--- config.mk ---
export PLATFORM = sky130hd
export DESIGN_NAME = parallel_master_slave_port_ctrl
export DESIGN_NICKNAME = d
export VERILOG_FILES = /design/src/verilog/pmp_pkg.sv /design/src/verilog/parallel_master_slave_port_ctrl.sv
export SDC_FILE = /design/constraint.sdc
export NUM_CORES = 1
export LEC_CHECK = 0
export BUFFER_PORTS_ARGS = -buffer_cell sky130_fd_sc_hd__buf_2
export CAP_MARGIN = 30
export CORE_MARGIN = 2
export CORE_UTILIZATION = 55
export DETAILED_ROUTE_END_ITERATION = 8
export PLACE_DENSITY = 0.76
export SYNTH_ARGS = -nofsm -noshare
export SYNTH_HDL_FRONTEND = slang
export SYNTH_SLANG_ARGS = --single-unit
--- constraint.sdc ---
create_clock -name mclk -period 2.95 [get_ports mclk]
set_input_delay 0.1475 -clock mclk [delete_from_list [all_inputs] [get_ports mclk]]
set_output_delay 0.1475 -clock mclk [all_outputs]
set_load 0.01 [all_outputs]
--- src/verilog/pmp_pkg.sv ---
// Package for the parallel port controller: register map, fields, states.
// Assumes a 32-bit Wishbone register bus with byte addresses.
package pmp_pkg;
  localparam int ADR_W = 5;
  localparam logic [ADR_W-1:0] OFS_CTL = 5'h00;
  localparam logic [ADR_W-1:0] OFS_MODE = 5'h04;
  localparam logic [ADR_W-1:0] OFS_ADDR = 5'h08;
  localparam logic [ADR_W-1:0] OFS_DATA = 5'h0c;
  localparam logic [ADR_W-1:0] OFS_STAT = 5'h10;
  localparam logic [ADR_W-1:0] OFS_MASK = 5'h14;
  // Control register fields
  localparam int B_EN = 15;
  localparam int B_IDL = 13;
  localparam int B_MUX = 11;
  localparam int B_BEE = 10;
  localparam int B_WRE = 9;
  localparam int B_RDE = 8;
  localparam int B_CSF = 6;
  localparam int B_ALP = 5;
  localparam int B_CSP = 3;
  localparam int B_BEP = 2;
  localparam int B_WRP = 1;
  localparam int B_RDP = 0;
  localparam logic [15:0] CTL_WMASK = 16'hbfef;
  localparam logic [15:0] CTL_RESET = 16'h0000;
  // Mode register fields
  localparam int B_BUSY = 15;
  localparam int B_INTERRUPT_REQUEST_MODE = 13;
  localparam int B_ADDRESS_INCREMENT_MODE = 11;
  localparam int B_W16 = 10;
  localparam int B_MODE = 8;
  localparam int B_WB = 6;
  localparam int B_WM = 2;
  localparam int B_WE = 0;
  localparam logic [15:0] MODE_WMASK = 16'h7fff;
  localparam logic [15:0] MODE_RESET = 16'h0000;
  localparam int INC_BITS = 11;
  localparam int ADDR_HI_BIT = 14;
  // Interrupt status bits
  localparam int IRQ_W = 2;
  localparam int S_PORT = 0;
  localparam int S_DONE = 1;
  localparam logic [1:0] MUX_NONE = 2'b00;
  localparam logic [1:0] MUX_LOW = 2'b01;
  localparam logic [1:0] MUX_FULL = 2'b10;
  localparam logic [1:0] MD_LEGACY = 2'b00;
  localparam logic [1:0] MD_ENH = 2'b01;
  localparam logic [1:0] MD_M2 = 2'b10;
  localparam logic [1:0] MD_M1 = 2'b11;
  localparam logic [1:0] IRQ_EVERY = 2'b01;
  localparam logic [1:0] IRQ_BUF3 = 2'b11;
  localparam logic [1:0] INC_ADDR = 2'b01;
  localparam logic [1:0] INC_BUF = 2'b11;
  localparam logic [1:0] CSF_CS = 2'b10;
  localparam logic [1:0] LAST_BUF = 2'b11;
  typedef enum logic [5:0] {
    ST_IDLE = 6'b000001,
    ST_ALO = 6'b000010,
    ST_AHI = 6'b000100,
    ST_SETUP = 6'b001000,
    ST_STRB = 6'b010000,
    ST_HOLD = 6'b100000
  } mst_e;
  typedef struct packed {
    logic cs;
    logic rd;
    logic wr;
    logic [1:0] a;
    logic [7:0] d;
  } host_in_s;
endpackage

--- src/verilog/parallel_master_slave_port_ctrl.sv ---
// Parallel 8-bit port: master cycles to memory, slave service to a host.
// Assumes Wishbone classic master on mclk; pin inputs are asynchronous.
// Functional notes
// - Mux select places address on data pins
// - Pin enables release unused strobe pins
// - Select-one pin: chip select or address 14
// - Latch and select polarity bits honoured
// - Polarity ignored when pin carries address
// - Mode 11 interrupts on buffer three access
// - Mode 01 every cycle, mode 00 none
// - Address counter increments per byte transferred
// - Master modes one and two strobes
// - Slave modes legacy and addressable
// - Wait states in instruction cycles
// - Zero strobe wait skips setup, hold
//
// Design decisions made here: register access over Wishbone and the placing of the registers.
`timescale 1ns/100ps
module parallel_master_slave_port_ctrl
  import pmp_pkg::*;
(
  // Clock, reset, enable
  input wire logic mclk,
  input wire logic arst_n,
  input wire logic ce,
  input wire logic cpu_idle,
  // Wishbone slave
  input wire logic wb_cyc_i,
  input wire logic wb_stb_i,
  input wire logic wb_we_i,
  input wire logic [ADR_W-1:0] wb_adr_i,
  input wire logic [3:0] wb_sel_i,
  input wire logic [31:0] wb_dat_i,
  output logic [31:0] wb_dat_o,
  output logic wb_ack_o,
  output logic irq,
  // Port pins
  input wire host_in_s pins_i,
  output logic [15:0] port_address_pins,
  output logic port_address_oe,
  output logic [7:0] port_data_pins_o,
  output logic port_data_oe,
  output logic select_one_pin_o,
  output logic select_one_oe,
  output logic read_strobe_pin_o,
  output logic read_strobe_oe,
  output logic write_strobe_pin_o,
  output logic write_strobe_oe,
  output logic byte_enable_pin_o,
  output logic byte_enable_oe,
  output logic low_address_latch_strobe,
  output logic high_address_latch_strobe
);
  logic [15:0] ctl, mode, addr, wdata, rdata;
  logic [IRQ_W-1:0] stat, mask;
  logic [7:0] in_buf [4];
  logic [7:0] out_buf [4];
  logic [1:0] rd_ptr, wr_ptr;
  host_in_s s1, s2;
  logic prev_rd, prev_wr;
  logic [7:0] prev_d;
  mst_e st;
  logic [3:0] cnt;
  logic is_read, byte_sel;

  function automatic logic [3:0] phase_len(input logic [1:0] f);
    return {2'b00, f} + 4'h1;
  endfunction
  function automatic logic [15:0] lane_mask(input logic [3:0] sel);
    return {{8{sel[1]}}, {8{sel[0]}}};
  endfunction
  function automatic logic act_lvl(input logic act, input logic pol);
    return act ~^ pol;
  endfunction

  // Decoded fields
  wire en = ctl[B_EN];
  wire run = en & ~(ctl[B_IDL] & cpu_idle);
  wire [1:0] mux = ctl[B_MUX+:2];
  wire [1:0] chip_select_function = ctl[B_CSF+:2];
  wire [1:0] interrupt_request_mode = mode[B_INTERRUPT_REQUEST_MODE+:2];
  wire [1:0] address_increment_mode = mode[B_ADDRESS_INCREMENT_MODE+:2];
  wire wide = mode[B_W16];
  wire [1:0] md = mode[B_MODE+:2];
  wire [1:0] wb_f = mode[B_WB+:2];
  wire [3:0] wm = mode[B_WM+:4];
  wire [1:0] we_f = mode[B_WE+:2];
  wire master = md[1];
  wire busy = (st != ST_IDLE);

  // Bus decode
  wire req = wb_cyc_i & wb_stb_i;
  wire wr_go = req & wb_we_i & wb_ack_o;
  wire rd_go = req & ~wb_we_i & wb_ack_o;
  wire [15:0] bm = lane_mask(wb_sel_i);
  wire [15:0] wd = wb_dat_i[15:0];
  wire hit_ctl = (wb_adr_i == OFS_CTL);
  wire hit_mode = (wb_adr_i == OFS_MODE);
  wire hit_addr = (wb_adr_i == OFS_ADDR);
  wire hit_data = (wb_adr_i == OFS_DATA);
  wire hit_stat = (wb_adr_i == OFS_STAT);
  wire hit_mask = (wb_adr_i == OFS_MASK);
  wire [1:0] sw_idx = addr[1:0];
  wire [15:0] rd_mux = hit_ctl ? ctl :
    hit_mode ? {busy, mode[14:0]} :
    hit_addr ? addr :
    hit_data ? (master ? rdata : {8'h00, in_buf[sw_idx]}) :
    hit_stat ? {{(16-IRQ_W){1'b0}}, stat} :
    hit_mask ? {{(16-IRQ_W){1'b0}}, mask} : 16'h0000;

  // Master start: data write or read while idle
  wire start = run & master & ~busy & hit_data & (wr_go | rd_go);
  wire strb_end = (st == ST_STRB) & (cnt == 4'h0);
  wire hold_end = (st == ST_HOLD) & (cnt == 4'h0);
  wire byte_end = (strb_end & (wm == 4'h0)) | hold_end;
  wire second = wide & ~byte_sel;
  wire [3:0] setup_n = phase_len(wb_f) - 4'h1;
  wire [3:0] hold_n = phase_len(we_f) - 4'h1;
  wire mux_on = (mux == MUX_LOW) | (mux == MUX_FULL);

  // Slave side strobes
  wire s_cs = (s2.cs == ctl[B_CSP]);
  wire s_rd = s_cs & (s2.rd == ctl[B_RDP]);
  wire s_wr = s_cs & (s2.wr == ctl[B_WRP]);
  wire slave_on = run & ~master;
  wire rd_end = slave_on & prev_rd & ~s_rd;
  wire wr_end = slave_on & prev_wr & ~s_wr;
  wire buffered = (md == MD_LEGACY) & (address_increment_mode == INC_BUF);
  wire [1:0] ridx = (md == MD_ENH) ? s2.a : (buffered ? rd_ptr : 2'b00);
  wire [1:0] widx = (md == MD_ENH) ? s2.a : (buffered ? wr_ptr : 2'b00);
  wire buf3 = (rd_end & (ridx == LAST_BUF)) | (wr_end & (widx == LAST_BUF));
  wire cyc_any = byte_end | rd_end | wr_end;
  wire port_ev = (interrupt_request_mode == IRQ_BUF3) ? buf3 :
    (interrupt_request_mode == IRQ_EVERY) ? cyc_any : 1'b0;
  wire [IRQ_W-1:0] set_v = {byte_end & ~second, port_ev};
  wire [IRQ_W-1:0] clr_v = (wr_go & hit_stat) ? wd[IRQ_W-1:0] : '0;

  // Bus slave, registers
  always_ff @(posedge mclk or negedge arst_n) begin
    if (!arst_n) begin
      wb_ack_o <= 1'b0;
      wb_dat_o <= 32'h0000_0000;
      ctl <= CTL_RESET;
      mode <= MODE_RESET;
      mask <= '0;
      stat <= '0;
      wdata <= 16'h0000;
    end else if (ce) begin
      wb_ack_o <= req & ~wb_ack_o;
      wb_dat_o <= {16'h0000, rd_mux};
      stat <= (stat & ~clr_v) | set_v;
      if (wr_go & hit_ctl) begin
        ctl <= (ctl & ~(bm & CTL_WMASK)) | (wd & bm & CTL_WMASK);
      end
      if (wr_go & hit_mode) begin
        mode <= (mode & ~(bm & MODE_WMASK)) | (wd & bm & MODE_WMASK);
      end
      if (wr_go & hit_mask) begin
        mask <= wd[IRQ_W-1:0];
      end
      if (wr_go & hit_data & ~busy) begin
        wdata <= (wdata & ~bm) | (wd & bm);
      end
    end
  end

  assign irq = |(stat & mask);

  // Master cycle sequencer
  always_ff @(posedge mclk or negedge arst_n) begin
    if (!arst_n) begin
      st <= ST_IDLE;
      cnt <= 4'h0;
      is_read <= 1'b0;
      byte_sel <= 1'b0;
      rdata <= 16'h0000;
      addr <= 16'h0000;
    end else if (ce) begin
      if (wr_go & hit_addr) begin
        addr <= (addr & ~bm) | (wd & bm);
      end else if (byte_end & (address_increment_mode == INC_ADDR)) begin
        addr[INC_BITS-1:0] <= addr[INC_BITS-1:0] + 11'h001;
      end
      if (strb_end & is_read) begin
        rdata[{byte_sel, 3'b000}+:8] <= s2.d;
      end
      case (st)
        ST_IDLE: begin
          if (start) begin
            is_read <= rd_go;
            byte_sel <= 1'b0;
            st <= mux_on ? ST_ALO : (wm == 4'h0 ? ST_STRB : ST_SETUP);
            cnt <= mux_on ? setup_n : (wm == 4'h0 ? 4'h0 : setup_n);
          end
        end
        ST_ALO: begin
          if (cnt == 4'h0) begin
            st <= (mux == MUX_FULL) ? ST_AHI :
              (wm == 4'h0 ? ST_STRB : ST_SETUP);
            cnt <= (mux == MUX_FULL || wm != 4'h0) ? setup_n : 4'h0;
          end else begin
            cnt <= cnt - 4'h1;
          end
        end
        ST_AHI: begin
          if (cnt == 4'h0) begin
            st <= (wm == 4'h0) ? ST_STRB : ST_SETUP;
            cnt <= (wm == 4'h0) ? 4'h0 : setup_n;
          end else begin
            cnt <= cnt - 4'h1;
          end
        end
        ST_SETUP: begin
          if (cnt == 4'h0) begin
            st <= ST_STRB;
            cnt <= wm;
          end else begin
            cnt <= cnt - 4'h1;
          end
        end
        ST_STRB: begin
          if (cnt == 4'h0) begin
            st <= (wm == 4'h0) ? ST_IDLE : ST_HOLD;
            cnt <= hold_n;
          end else begin
            cnt <= cnt - 4'h1;
          end
        end
        ST_HOLD: begin
          if (cnt == 4'h0) begin
            st <= ST_IDLE;
          end else begin
            cnt <= cnt - 4'h1;
          end
        end
        default: st <= ST_IDLE;
      endcase
      if (byte_end & second) begin
        byte_sel <= 1'b1;
        st <= mux_on ? ST_ALO : (wm == 4'h0 ? ST_STRB : ST_SETUP);
        cnt <= (mux_on || wm != 4'h0) ? setup_n : 4'h0;
      end
    end
  end

  // Slave sync and buffers
  always_ff @(posedge mclk or negedge arst_n) begin
    if (!arst_n) begin
      s1 <= '0;
      s2 <= '0;
      prev_rd <= 1'b0;
      prev_wr <= 1'b0;
      rd_ptr <= 2'b00;
      wr_ptr <= 2'b00;
      for (int i = 0; i < 4; i++) begin
        in_buf[i] <= 8'h00;
        out_buf[i] <= 8'h00;
      end
    end else if (ce) begin
      s1 <= pins_i;
      s2 <= s1;
      prev_rd <= s_rd;
      prev_wr <= s_wr;
      if (wr_end) begin
        in_buf[widx] <= prev_d;
      end
      if (wr_go & hit_data & ~master & wb_sel_i[0]) begin
        out_buf[sw_idx] <= wd[7:0];
      end
      if (buffered & rd_end) begin
        rd_ptr <= rd_ptr + 2'b01;
      end
      if (buffered & wr_end) begin
        wr_ptr <= wr_ptr + 2'b01;
      end
    end
  end

  always_ff @(posedge mclk or negedge arst_n) begin
    if (!arst_n) begin
      prev_d <= 8'h00;
    end else if (ce) begin
      prev_d <= s2.d;
    end
  end

  // Pin drive
  wire mst_drv = en & master;
  wire strb = (st == ST_STRB);
  wire data_ph = (st == ST_SETUP) | strb | (st == ST_HOLD);
  wire m1 = (md == MD_M1);
  wire cs_fn = (chip_select_function == CSF_CS);
  assign port_address_pins = addr;
  assign port_address_oe = mst_drv & (mux != MUX_FULL);
  assign port_data_pins_o = (st == ST_ALO) ? addr[7:0] :
    (st == ST_AHI) ? addr[15:8] :
    master ? wdata[{byte_sel, 3'b000}+:8] : out_buf[ridx];
  assign port_data_oe = (mst_drv & ((st == ST_ALO) | (st == ST_AHI) |
    (data_ph & ~is_read))) | (en & slave_on & s_rd);
  assign select_one_pin_o = cs_fn ? act_lvl(busy, ctl[B_CSP]) :
    addr[ADDR_HI_BIT];
  assign select_one_oe = mst_drv;
  assign read_strobe_pin_o = act_lvl(m1 ? is_read : (strb & is_read),
    ctl[B_RDP]);
  assign read_strobe_oe = mst_drv & ctl[B_RDE];
  assign write_strobe_pin_o = act_lvl(m1 ? strb : (strb & ~is_read),
    ctl[B_WRP]);
  assign write_strobe_oe = mst_drv & ctl[B_WRE];
  assign byte_enable_pin_o = act_lvl(byte_sel & busy, ctl[B_BEP]);
  assign byte_enable_oe = mst_drv & wide & ctl[B_BEE];
  assign low_address_latch_strobe = act_lvl(st == ST_ALO,
    ctl[B_ALP]);
  assign high_address_latch_strobe = act_lvl(st == ST_AHI,
    ctl[B_ALP]);
endmodule

## Word-level counts from Yosys, hierarchy flattened

Cells that the tools add are included.

| cells by class | value |
|---|---|
| shifts and indexed selects | 3 |
| add/subtract/negate cells | 9 |
| multiplexer cells | 62 |
| bitwise operators | 100 |
| magnitude comparators | 5 |
| reductions and logical operators | 29 |
| equality and inequality tests | 34 |

Operator list:

| kind | count |
|---|---|
| $and 16x16->16 | 5 |
| $mux 16 | 5 |
| $mux 8 | 9 |
| $bwmux 32 | 2 |
| $and 1x1->1 | 54 |
| $mux 6 | 9 |
| $or 16x16->16 | 3 |
| $mux 4 | 11 |
| $pmux 6 s6 | 1 |
| $bmux 8 s2 | 2 |
| $demux 8 s2 | 2 |
| $not 16->16 | 2 |
| $pmux 4 s6 | 1 |
| $mux 11 | 2 |
| $reduce_and 2->1 | 11 |
| $ne 3x3->1 const B | 6 |
| $bwmux 16 | 1 |
| $not 15->16 | 1 |
| $or 16x15->16 | 1 |
| $shift 8x6->16 const A | 1 |
| $shiftx 16x5->8 | 1 |
| $shiftx 8x6->16 | 1 |
| $eq 2x2->1 const B | 7 |
| $mux 2 | 7 |
| 43 further kinds | 97 |

| word-level totals | value |
|---|---|
| flip-flop bits (word level) | 217 |
| input port bits | 61 |
| output and inout port bits | 70 |
| word-level logic and storage cells | 279 |

## Longest topological paths before layout

Gate-level depths: netlist of the first run.

| depth | value |
|---|---|
| depth in word-level cells | 11 |
| mapped depth | 10 |

## Least setup slack after synthesis of the first run

Ideal clock, no wire load.

| timing | value |
|---|---|
| path type | flip-flop to flip-flop |
| start | register st[1] |
| end | register rdata[0] |
| path slack | 0.477 ns |
| setup time | 0.125 ns |
| arrival | 2.348 ns |
| cell stages (with the launch flop) | 7 |
| data required time | 2.825 ns |
| cell sequence | dfrtp_1 -> buf_6 -> or4_4 -> or3b_1 -> buf_2 -> nor4_4 -> mux2_2 |

| on the way | value |
|---|---|
| cells in the longest elaborated chain, start to end | 4 |

Ends and longest elaborated chain:

| what | line | RTL |
|---|---|---|
| start: declaration | parallel_master_slave_port_ctrl.sv:62 | `mst_e st;` |
| start signal: assignment | parallel_master_slave_port_ctrl.sv:192 | `st <= mux_on ? ST_ALO : (wm == 4'h0 ? ST_STRB : ST_SETUP);` |
| start signal: assignment | parallel_master_slave_port_ctrl.sv:198 | `st <= (mux == MUX_FULL) ? ST_AHI :` |
| start signal: assignment | parallel_master_slave_port_ctrl.sv:207 | `st <= (wm == 4'h0) ? ST_STRB : ST_SETUP;` |
| $eq 6x5->1 | parallel_master_slave_port_ctrl.sv:113 | `wire strb_end = (st == ST_STRB) & (cnt == 4'h0);` |
| $and 1x1->1 | parallel_master_slave_port_ctrl.sv:113 |  |
| $and 1x1->1 | parallel_master_slave_port_ctrl.sv:184 | `if (strb_end & is_read) begin` |
| $reduce_and 2->1 (no line) | -- |  |
| end signal: indexed assignment | parallel_master_slave_port_ctrl.sv:185 | `rdata[{byte_sel, 3'b000}+:8] <= s2.d;` |
| end: declaration | parallel_master_slave_port_ctrl.sv:54 | `logic [15:0] ctl, mode, addr, wdata, rdata;` |

Every way passes these cells.
A chain may end at the register's enable or synchronous reset.

## Worst setup path after layout of the first run

| timing | value |
|---|---|
| start | register st[0] |
| end | output port port_data_pins_o[7] |

| on the way | value |
|---|---|
| cells in the longest elaborated chain, start to end | 3 |
| elaborated cells between the ends (all ways) | 4 |

Ends and longest elaborated chain:

| what | line | RTL |
|---|---|---|
| $eq 6x3->1 | parallel_master_slave_port_ctrl.sv:296 | `(st == ST_AHI) ? addr[15:8] :` |
| $mux 8 | parallel_master_slave_port_ctrl.sv:296 |  |
| $mux 8 * | parallel_master_slave_port_ctrl.sv:295 | `assign port_data_pins_o = (st == ST_ALO) ? addr[7:0] :` |
| end: declaration | parallel_master_slave_port_ctrl.sv:41 | `output logic [7:0] port_data_pins_o,` |

Mark *: on every way between the ends. The rest lies on a longest branch, timed or not.

==> results of run 1 <==
[metal layers]
| metal | share of wire (%) | GRT usage [%] | routed length, microns | vias to the layer above |
|---|---|---|---|---|
| met3 | 8.0 | 4.49 | 2280 | 70 |
| met4 | 3.0 | 8.81 | 852 | 0 |
| li1 | - | - | - | 3559 |
| met2 | 46 | 44.4 | 13100 | 401 |
| met1 | 43 | 41.4 | 12200 | 4057 |
| met5 | 0 | 0 | 0 | - |
[final cells by class]
class                           instances  area (sq um)  area share (%)
Timing Repair Buffer                  146           952            7.66
Tap cell                              260           325            2.62
Inverter                               22          82.6           0.664
Sequential cell                       214          5360            43.1
Multi-Input combinational cell        632          4960            39.9
Clock inverter                          6          61.3           0.493
Clock buffer                           35           691            5.56
[repair_timing]
action	CTS	global route
endpoints found under the setup margin	0	2
hold buffers	25	0
hold endpoints to repair	99	0
gates resized for setup	0	1
[cells by family after synthesis]
group,share of synthesized area [%]
and+or+nand+nor,10.6
DFF,50.4
muxes,23.3
AOI/OAI and AO/OA,10.1
buffers and inverters,3.54
xor gates and xnor gates,1.24
adders and majority gates,0.824
other,0.0353
[metrics by stage]
step | util [%] | instances | total power, mW
floorplan | - | 924 | 4.00
global placement | 60.7 | 1249 | 4.38
detailed placement | 60.7 | 1249 | 4.40
CTS | 66.0 | 1315 | 7.25
global route | 66.0 | 1315 | 7.54
finish | 66.0 | 1315 | 7.25
[layout by cell type, fill, tap and decap left out, drive strengths merged, types with 11 or more instances in the layout]
| cell type | instances |
|---|---|
| clkbuf | 36 |
| mux2 | 165 |
| mux2i | 35 |
| inv | 23 |
| nand3 | 22 |
| mux4 | 12 |
| dlygate4sd3 | 25 |
| nor3 | 12 |
| a21oi | 40 |
| a31oi | 11 |
| nand2 | 83 |
| buf | 120 |
| conb | 16 |
| dfrtp | 213 |
| o21ai | 37 |
| nor2 | 53 |
[worst paths after layout]
path | startpoint | to
min in group asynchronous | arst_n | in_buf[19]
max reg2reg | st[1] | cnt[3]
max | st[0] | port_data_pins_o[7]
min reg2reg | rd_ptr[1] | rd_ptr[1]
max in group asynchronous | arst_n | async pin
min | wb_dat_i[6] | flop
[critical path, cell delays in order, from the launching register on]
cell      delay [ns]
dfstp_2         0.58
nor3_1          0.09
nand3b_1        0.25
buf_4           0.22
nand4_1         0.44
o221ai_1        0.44
buf_2           0.20
[power by group]
part	switching [mW]	internal, mW	total [mW]
registers	0.167	3.08	3.25
clock network	1.15	1.70	2.84
logic	0.701	0.456	1.16
total	2.01	5.23	7.25
==> results_dict.tcl, run 1 <==
set metrics [dict create \
    synth_common_cells "dfrtp_1 (213), mux2_2 (165), nand2_1 (83)" \
    floorplan.die.height_microns 143 \
    port_buffers 96 \
    post_route_clock_skew_ns 0.00972 \
    distinct_cell_type_count_of_the_synthesized_netlist 69 \
    yosys_most_used_dff "dfrtp_1" \
    timing.fmax_mhz 349 \
    timing.critical_path.required_ns 2.80 \
    drt_total_wl_microns 28400 \
    worst_slew_pin_slew_ns 0.768 \
    yosys.cell_count.top_type "dfrtp_1" \
    clkSlewWorstSetupHoldPaths_ns 0.06 \
    powerDensity_nw_per_um2 583 \
    detail_route.first_pass.iterations 5 \
    postSynthCellCount 909 \
    number_of_enable_type_register_cells_in_the_synthesized_netlist 0 \
    timing_worst_setup_path_type "reg2out" \
    coreArea_sq_um 18800 \
    die_width_microns 143 \
    grt_max_degree 89 \
    average_routed_wire_per_standard_cell_microns 21.6 \
    worst_slew_margin_rel_pct 48.8 \
    synth_top_area_share_pct 50.1 \
    dr.first_iter.drc_count 822 \
    worst_skew_pair.late_latency_ns 0.51 \
    design.die.area_sq_um 20500 \
    synth_top_area_cell "dfrtp_1" \
    remaining_drc_errors 0 \
    endpoints_failing_hold 0 \
    grt_setup_unrepaired "false" \
    cts_buffers 23 \
    antennaDiodeCount 0 \
    critical_path_peak_fanout 8 \
    reg2regPathDepth 6 \
    routed-via-count 8087 \
    report.final.setup_viol 0 \
    final_cell_area_sq_um 12400 \
    timing.critical_path.to_type "output pin" \
    buffer_levels_on_the_longest_clock_path 3 \
    run_status "complete, no violations" \
    synth.avg_cell_area_sq_um 11.7 \
    detailed_place.area_sq_um 11400 \
    worst_min_delay_path_class "in2reg" \
    groute.usage.overall_pct 28.5 \
    io-pin-count 131 \
    grt_pass1_vias 7951 \
    root_buffer "clkbuf_16" \
    final_min_period_over_clock_period_pct 97.0 \
    synth.cell_area_sq_um 10600 \
    place_worst_setup_slack_ns 0.368 \
    cts_setup_buffers 0 \
    p_leak_nw 5.79 \
    grt_antenna_before_repair 0 \
    fin_ws_ns 0.0871 \
    synthArstFlopShare_pct 100 \
    yosys_register_bits 214 \
    startpoint_type "flop" \
    drt-vias-per-instance 6.15 \
    crit_arrival_ns 2.72 \
    place.gp.congestion 0.954 \
    setup-tns-final_ns 0 \
    global_route.overflow_total 0 \
    maximum_resistive_drop_on_vdd_uv 341 \
    reg2reg_slack_ns 0.33 \
    clock_sink_count 214 \
    finish.net_count 1107 \
    synthToLayoutAreaGrowth_pct 16.9 \
    dp_hpwl_microns 20000 \
    synth.yosys.seq_area_share_pct 50.4 \
    hold-path-cell-count 3 \
    filler_instances 1381 \
    ant_nets 0 \
    count_of_h_tree_levels_built_during_cts 1 \
    drive_above_1_share_pct 33.6 \
    post-route-min-period_ns 2.86 \
    yosys_warnings 0 \
    max_cap_violations 0 \
    cts_tree "done" \
    grt_pass1_wl_microns 44700 \
    floorplan.initialDensity_pct 56.5 \
    rows 50 \
    maxSlewViolCount 0 \
    worst_hold_slack_ns 0.0128 \
    synthTopCellsByArea "dfrtp_1 (50%), mux2_2 (17%), mux2i_1 (3.3%), nand2_1 (2.9%), mux4_2 (2.5%)" \
]
Note: power is estimated with default switching activity, not from simulation.
==> run 2: changes to the inputs <==
BUFFER_PORTS_ARGS = unset   (was -buffer_cell sky130_fd_sc_hd__buf_2)
DONT_BUFFER_PORTS = 1   (was unset)
PLACE_DENSITY = 0.7   (was 0.76)
==> run 2 against run 1 <==
The flow now finishes with violations (hold timing). Routed wire length grew 0.72%. First-iteration DRC count shrank 6.1%. Fmax grew 3.7%. Count of clock-buffer cells in the layout shrank 1. Worst setup slack gained 0.10 ns. Critical path depth shrank 2. Non-clock buffer count shrank 84. Combinational power shrank 11%. Critical endpoint is now port_data_oe. Largest cell class unchanged.
==> results_dict.tcl, run 2 (same netlist as run 1, synthesis figures left out) <==
set metrics [dict create \
    run_status "finished with violations" \
    failed_checks "hold timing" \
    post-route-min-period_ns 2.76 \
    design.die.area_sq_um 20500 \
    clock_sink_count 214 \
    die_width_microns 143 \
    timing.critical_path.to_type "output pin" \
    reg2regPathDepth 7 \
    groute.usage.overall_pct 28.9 \
    report.final.setup_viol 0 \
    filler_instances 1485 \
    grt_max_degree 215 \
    grt_pass1_wl_microns 45100 \
    post_route_clock_skew_ns 0.0220 \
    clkSlewWorstSetupHoldPaths_ns 0.06 \
    power.share.switching_pct 26.9 \
    count_of_h_tree_levels_built_during_cts 1 \
    p_leak_nw 5.42 \
    ant_nets 0 \
    grt_setup_unrepaired "false" \
    final_min_period_over_clock_period_pct 93.6 \
    grt_antenna_before_repair 1 \
    power.switching_mw 1.95 \
    grt_pass1_vias 7622 \
    io-pin-count 131 \
    worst_slew_margin_rel_pct 46.5 \
    critical_path_peak_fanout 8 \
    reg2reg_slack_ns 0.26 \
    setup-tns-final_ns 0 \
    detail_route.first_pass.iterations 5 \
    endpoints_failing_hold 214 \
    clock_power_share_pct 41.0 \
    pwr-share-seq_pct 44.8 \
    worst_min_delay_path_class "in2async" \
    layout_common_cells "dfrtp_1 (213), mux2_2 (165), nand2_1 (82), nor2_1 (53), dlygate4sd3_1 (40)" \
    cts_tree "done" \
    timing.critical_path.required_ns 2.80 \
    average_routed_wire_per_standard_cell_microns 23.3 \
    timing_worst_setup_path_type "reg2out" \
    powerDensity_nw_per_um2 601 \
    worst_slew_pin_slew_ns 0.799 \
    routed-via-count 7666 \
    max_cap_violations 0 \
    port_buffers 0 \
    coreArea_sq_um 18800 \
    drive_above_1_share_pct 26.2 \
    synthToLayoutAreaGrowth_pct 13.8 \
    rows 50 \
    internal_power_mw 5.32 \
    root_buffer "clkbuf_16" \
    placedCellCount 1147 \
    crit_arrival_ns 2.61 \
    drt_total_wl_microns 28600 \
    reg2reg_end "wb_dat_o[1]" \
    dr.first_iter.drc_count 772 \
    worst_skew_pair.late_latency_ns 0.52 \
    floorplan.initialDensity_pct 56.5 \
    drt-vias-per-instance 6.23 \
    global_route.overflow_total 0 \
    buffer_levels_on_the_longest_clock_path 3 \
    detailed_place.area_sq_um 10900 \
    timing.fmax_mhz 362 \
    finish.cell_count_without_fillers 1231 \
    place.gp.congestion 0.975 \
    overall_power_mw 7.27 \
    floorplan.die.height_microns 143 \
    power.share.combinational_pct 14.2 \
    maxSlewViolCount 0 \
    mostFrequentLayoutCell "dfrtp_1" \
    dp_hpwl_microns 19400 \
    worst_hold_slack_ns -0.681 \
    cts_hold_repair.buffers 41 \
    startpoint_type "flop" \
    maximum_resistive_drop_on_vdd_uv 361 \
    cts_buffers 24 \
    final_cell_area_sq_um 12100 \
    finish.net_count 1024 \
    remaining_drc_errors 0 \
]
==> run 2: changes by cell type in the layout (fill, tap and decap cells not counted) <==
cell,before,now
dlygate4sd3_1,25,40
buf_12,2,0
buf_2,95,0
clkbuf_8,8,4
diode_2,0,1
buf_16,0,1
buf_4,23,21
clkbuf_16,23,25
clkinvlp_4,1,0
bufinv_16,1,2
==> run 2: through the flow <==
step | util (%) | worst slack (ns)
global placement | 57.7 | 0.351
floorplan | - | 0.477
global route | 64.2 | 0.0877
CTS | 64.1 | 0.0328
detailed placement | 57.7 | 0.285
finish | 64.2 | 0.189
==> run 2: repair_timing <==
item / 4_1_cts / 5_1_grt
endpoints found under the setup margin: 0 / 8
setup buffers: 0 / 2
endpoints found under the hold margin: 369 / 214
resized for setup: 0 / 1
==> run 2: worst max-delay path by stage <==
stage	start	end	slack, ns	cells after the start
after floorplan	st[1]	rdata[0]	0.48	6
after global placement	st[1]	st[4]	0.35	5
after detailed placement	st[1]	flop	0.28	6
after CTS	st[5]	port_data_pins_o[7]	0.03	6
after global routing	st[1]	port_data_oe	0.09	4
final	st[1]	port_data_oe	0.19	4
==> run 2: layout make-up <==
class                           count  area (sq um)  share of cell area (%)
Tap cell                          260           325                    2.69
Inverter                           22          82.6                   0.683
Antenna cell                        1          2.50                  0.0207
Multi-Input combinational cell    632          4960                    41.0
Timing Repair Buffer               62           586                    4.84
Clock inverter                      6          83.8                   0.693
Clock buffer                       34           699                    5.78
Sequential cell                   214          5360                    44.3
==> run 2: power by group through the flow <==
stage / clock (mW) / sequential [mW] / combinational [mW]
after floorplan: 0 / 3.23 / 0.771
after global placement: 0 / 3.30 / 0.889
after detailed placement: 0 / 3.30 / 0.899
after CTS: 3.03 / 3.26 / 0.995
after global routing: 3.16 / 3.28 / 1.12
final: 2.98 / 3.26 / 1.03
==> run 2: per-layer routing <==
layer	track usage, %	share of wire, %	up-vias
met3	6.34	10	54
li1	-	-	3402
met4	7.97	2.6	0
met1	43.0	42	3816
met5	0	0	-
met2	43.0	45	394
==> run 2: worst max-delay path, cell delays in order (launching register included) <==
cell and delay [ns]:
dfrtp_1 0.46, or4_4 0.57, or3b_1 0.55, nand4_1 0.26, a22o_1 0.25
==> run 3: changes to the inputs <==
CORE_UTILIZATION = 64   (was 55)
PLACE_DENSITY = 0.8   (was 0.7)
SETUP_SLACK_MARGIN = 0.4   (was unset)
TNS_END_PERCENT = 5   (was unset)
==> run 3 against run 2 <==
The flow still finishes with violations (hold timing). Routed wire length rose by 0.22%. Clock skew fell by 0.0041 ns. First-iteration DRC count rose by 20%. Combinational power rose by 5%. Sequential power barely moved. Die area fell by 14%. Via count rose by 2.9%. Core utilization rose by 10 points. Fmax rose by 7.2%. Critical path type unchanged. Largest cell class unchanged. Highest routed layer unchanged.
==> results_dict.tcl, run 3 (same netlist as run 1, synthesis figures left out) <==
set metrics [dict create \
    rows 47 \
    powerDensity_nw_per_um2 604 \
    clock_sink_count 214 \
    grt_pass1_wl_microns 44500 \
    worst_slew_pin_slew_ns 0.906 \
    setup-tns-final_ns 0 \
    port_buffers 0 \
    finish.cell_count_without_fillers 1198 \
    finalCoreUtilization_pct 74.4 \
    worst_skew_pair.late_latency_ns 0.53 \
    failed_checks "hold timing" \
    post_route_clock_skew_ns 0.0179 \
    design.die.area_sq_um 17700 \
    final_cell_area_sq_um 12200 \
    timing.critical_path.required_ns 2.80 \
    clkSlewWorstSetupHoldPaths_ns 0.06 \
    routed-via-count 7892 \
    overall_power_mw 7.38 \
    grt_antenna_before_repair 0 \
    seqCellArea_sq_um 5360 \
    cp_top_family "simple AND/OR/NAND/NOR gates" \
    cts_tree "done" \
    fin_ws_ns 0.373 \
    average_routed_wire_per_standard_cell_microns 24.0 \
    mostFrequentLayoutCell "dfrtp_1" \
    remaining_drc_errors 0 \
    count_of_h_tree_levels_built_during_cts 1 \
    grt_setup_unrepaired "true" \
    run_status "finished with violations" \
    detail_route.first_pass.iterations 8 \
    timing.fmax_mhz 388 \
    cpMaxStageDelayCell "dfrtp_1" \
    critical_path_peak_fanout 8 \
    report.final.setup_viol 0 \
    die_width_microns 133 \
    root_buffer "clkbuf_16" \
    crit_arrival_ns 2.43 \
    timing.critical_path.to_type "output pin" \
    dp_hpwl_microns 19000 \
    synthToLayoutAreaGrowth_pct 14.9 \
    ant_nets 0 \
    buffer_levels_on_the_longest_clock_path 3 \
    place_worst_setup_slack_ns 0.331 \
    detailed_place.area_sq_um 10800 \
    post-route-min-period_ns 2.58 \
    drt_total_wl_microns 28700 \
    cts_buffers 23 \
    cp.buffers_inverters 0 \
    worst_hold_slack_ns -0.684 \
    cts_hold_repair.buffers 40 \
    groute.usage.overall_pct 32.6 \
    place.gp.congestion 0.947 \
    maximum_resistive_drop_on_vdd_uv 454 \
    p_leak_nw 5.46 \
    worst_slew_margin_rel_pct 39.6 \
    worstPathCellList "nor3_2 > nand3b_1 > nand2_4 > nor2_1 > a221oi_1 > o221ai_2" \
    global_route.overflow_total 0 \
    worst_min_delay_path_class "in2async" \
    maxSlewViolCount 0 \
    coreArea_sq_um 16400 \
    timing_worst_setup_path_type "reg2out" \
    grt_pass1_vias 7730 \
    slowest_delay_ns 0.49 \
    layout_common_cells "dfrtp_1 (211), mux2_2 (165), nand2_1 (82), nor2_1 (53), dlygate4sd3_1 (39)" \
    placedCellCount 1108 \
    dr.first_iter.drc_count 925 \
    floorplan.initialDensity_pct 64.8 \
    max_cap_violations 0 \
    finish.net_count 1028 \
    drt-vias-per-instance 6.59 \
    drive_above_1_share_pct 28.9 \
    io-pin-count 131 \
    filler_instances 1048 \
    floorplan.die.height_microns 133 \
    final_min_period_over_clock_period_pct 87.4 \
    multiInputGateArea_sq_um 5050 \
    grt_max_degree 215 \
    startpoint_type "flop" \
    endpoints_failing_hold 214 \
]
-- run 3: per-layer routing --
metal | vias up | wire length (microns) | part of all wire [%] | track usage [%]
met5 | - | 0 | 0 | 0
met4 | 0 | 1060 | 3.7 | 10.6
met3 | 85 | 2840 | 9.9 | 7.66
met2 | 444 | 13300 | 46 | 51.6
met1 | 3953 | 11500 | 40 | 44.9
li1 | 3410 | - | - | -
-- run 3: final timing paths --
kind                             startpoint             endpoint  slack [ns]  cells past startpoint
max in group asynchronous            arst_n                st[0]        3.31                      0
min in group mclk               wb_adr_i[3]          wb_dat_o[1]        0.02                      3
worst max register to register        st[3]                 flop        0.38                      8
worst max-delay path                  st[5]  port_data_pins_o[4]        0.37                      6
worst min register to register    wr_ptr[1]            wr_ptr[1]        0.50                      1
worst min-delay path                 arst_n                s1[0]       -0.68                      0
-- run 3: layout make-up --
type,instances,area share (%)
repair buffers,67,5.08
clock inverters,11,1.09
well taps,220,2.25
diodes,1,0.0205
multi-input cells,632,41.4
flip-flops and latches,214,43.9
clock buffers,31,5.62
inverters,22,0.676
-- run 3: report_power, final --
group / internal, mW / total [mW] / switching [mW]
sequential: 3.08 / 3.26 / 0.176
clock: 1.82 / 3.04 / 1.22
combinational: 0.451 / 1.08 / 0.630
-- run 3: repair_timing --
action,4_1_cts,5_1_grt
endpoints found under the setup margin,32,35
hold endpoints to repair,370,214
gates cloned,0,0
setup buffers,3,4
pin swaps,2,3
resized for setup,7,12
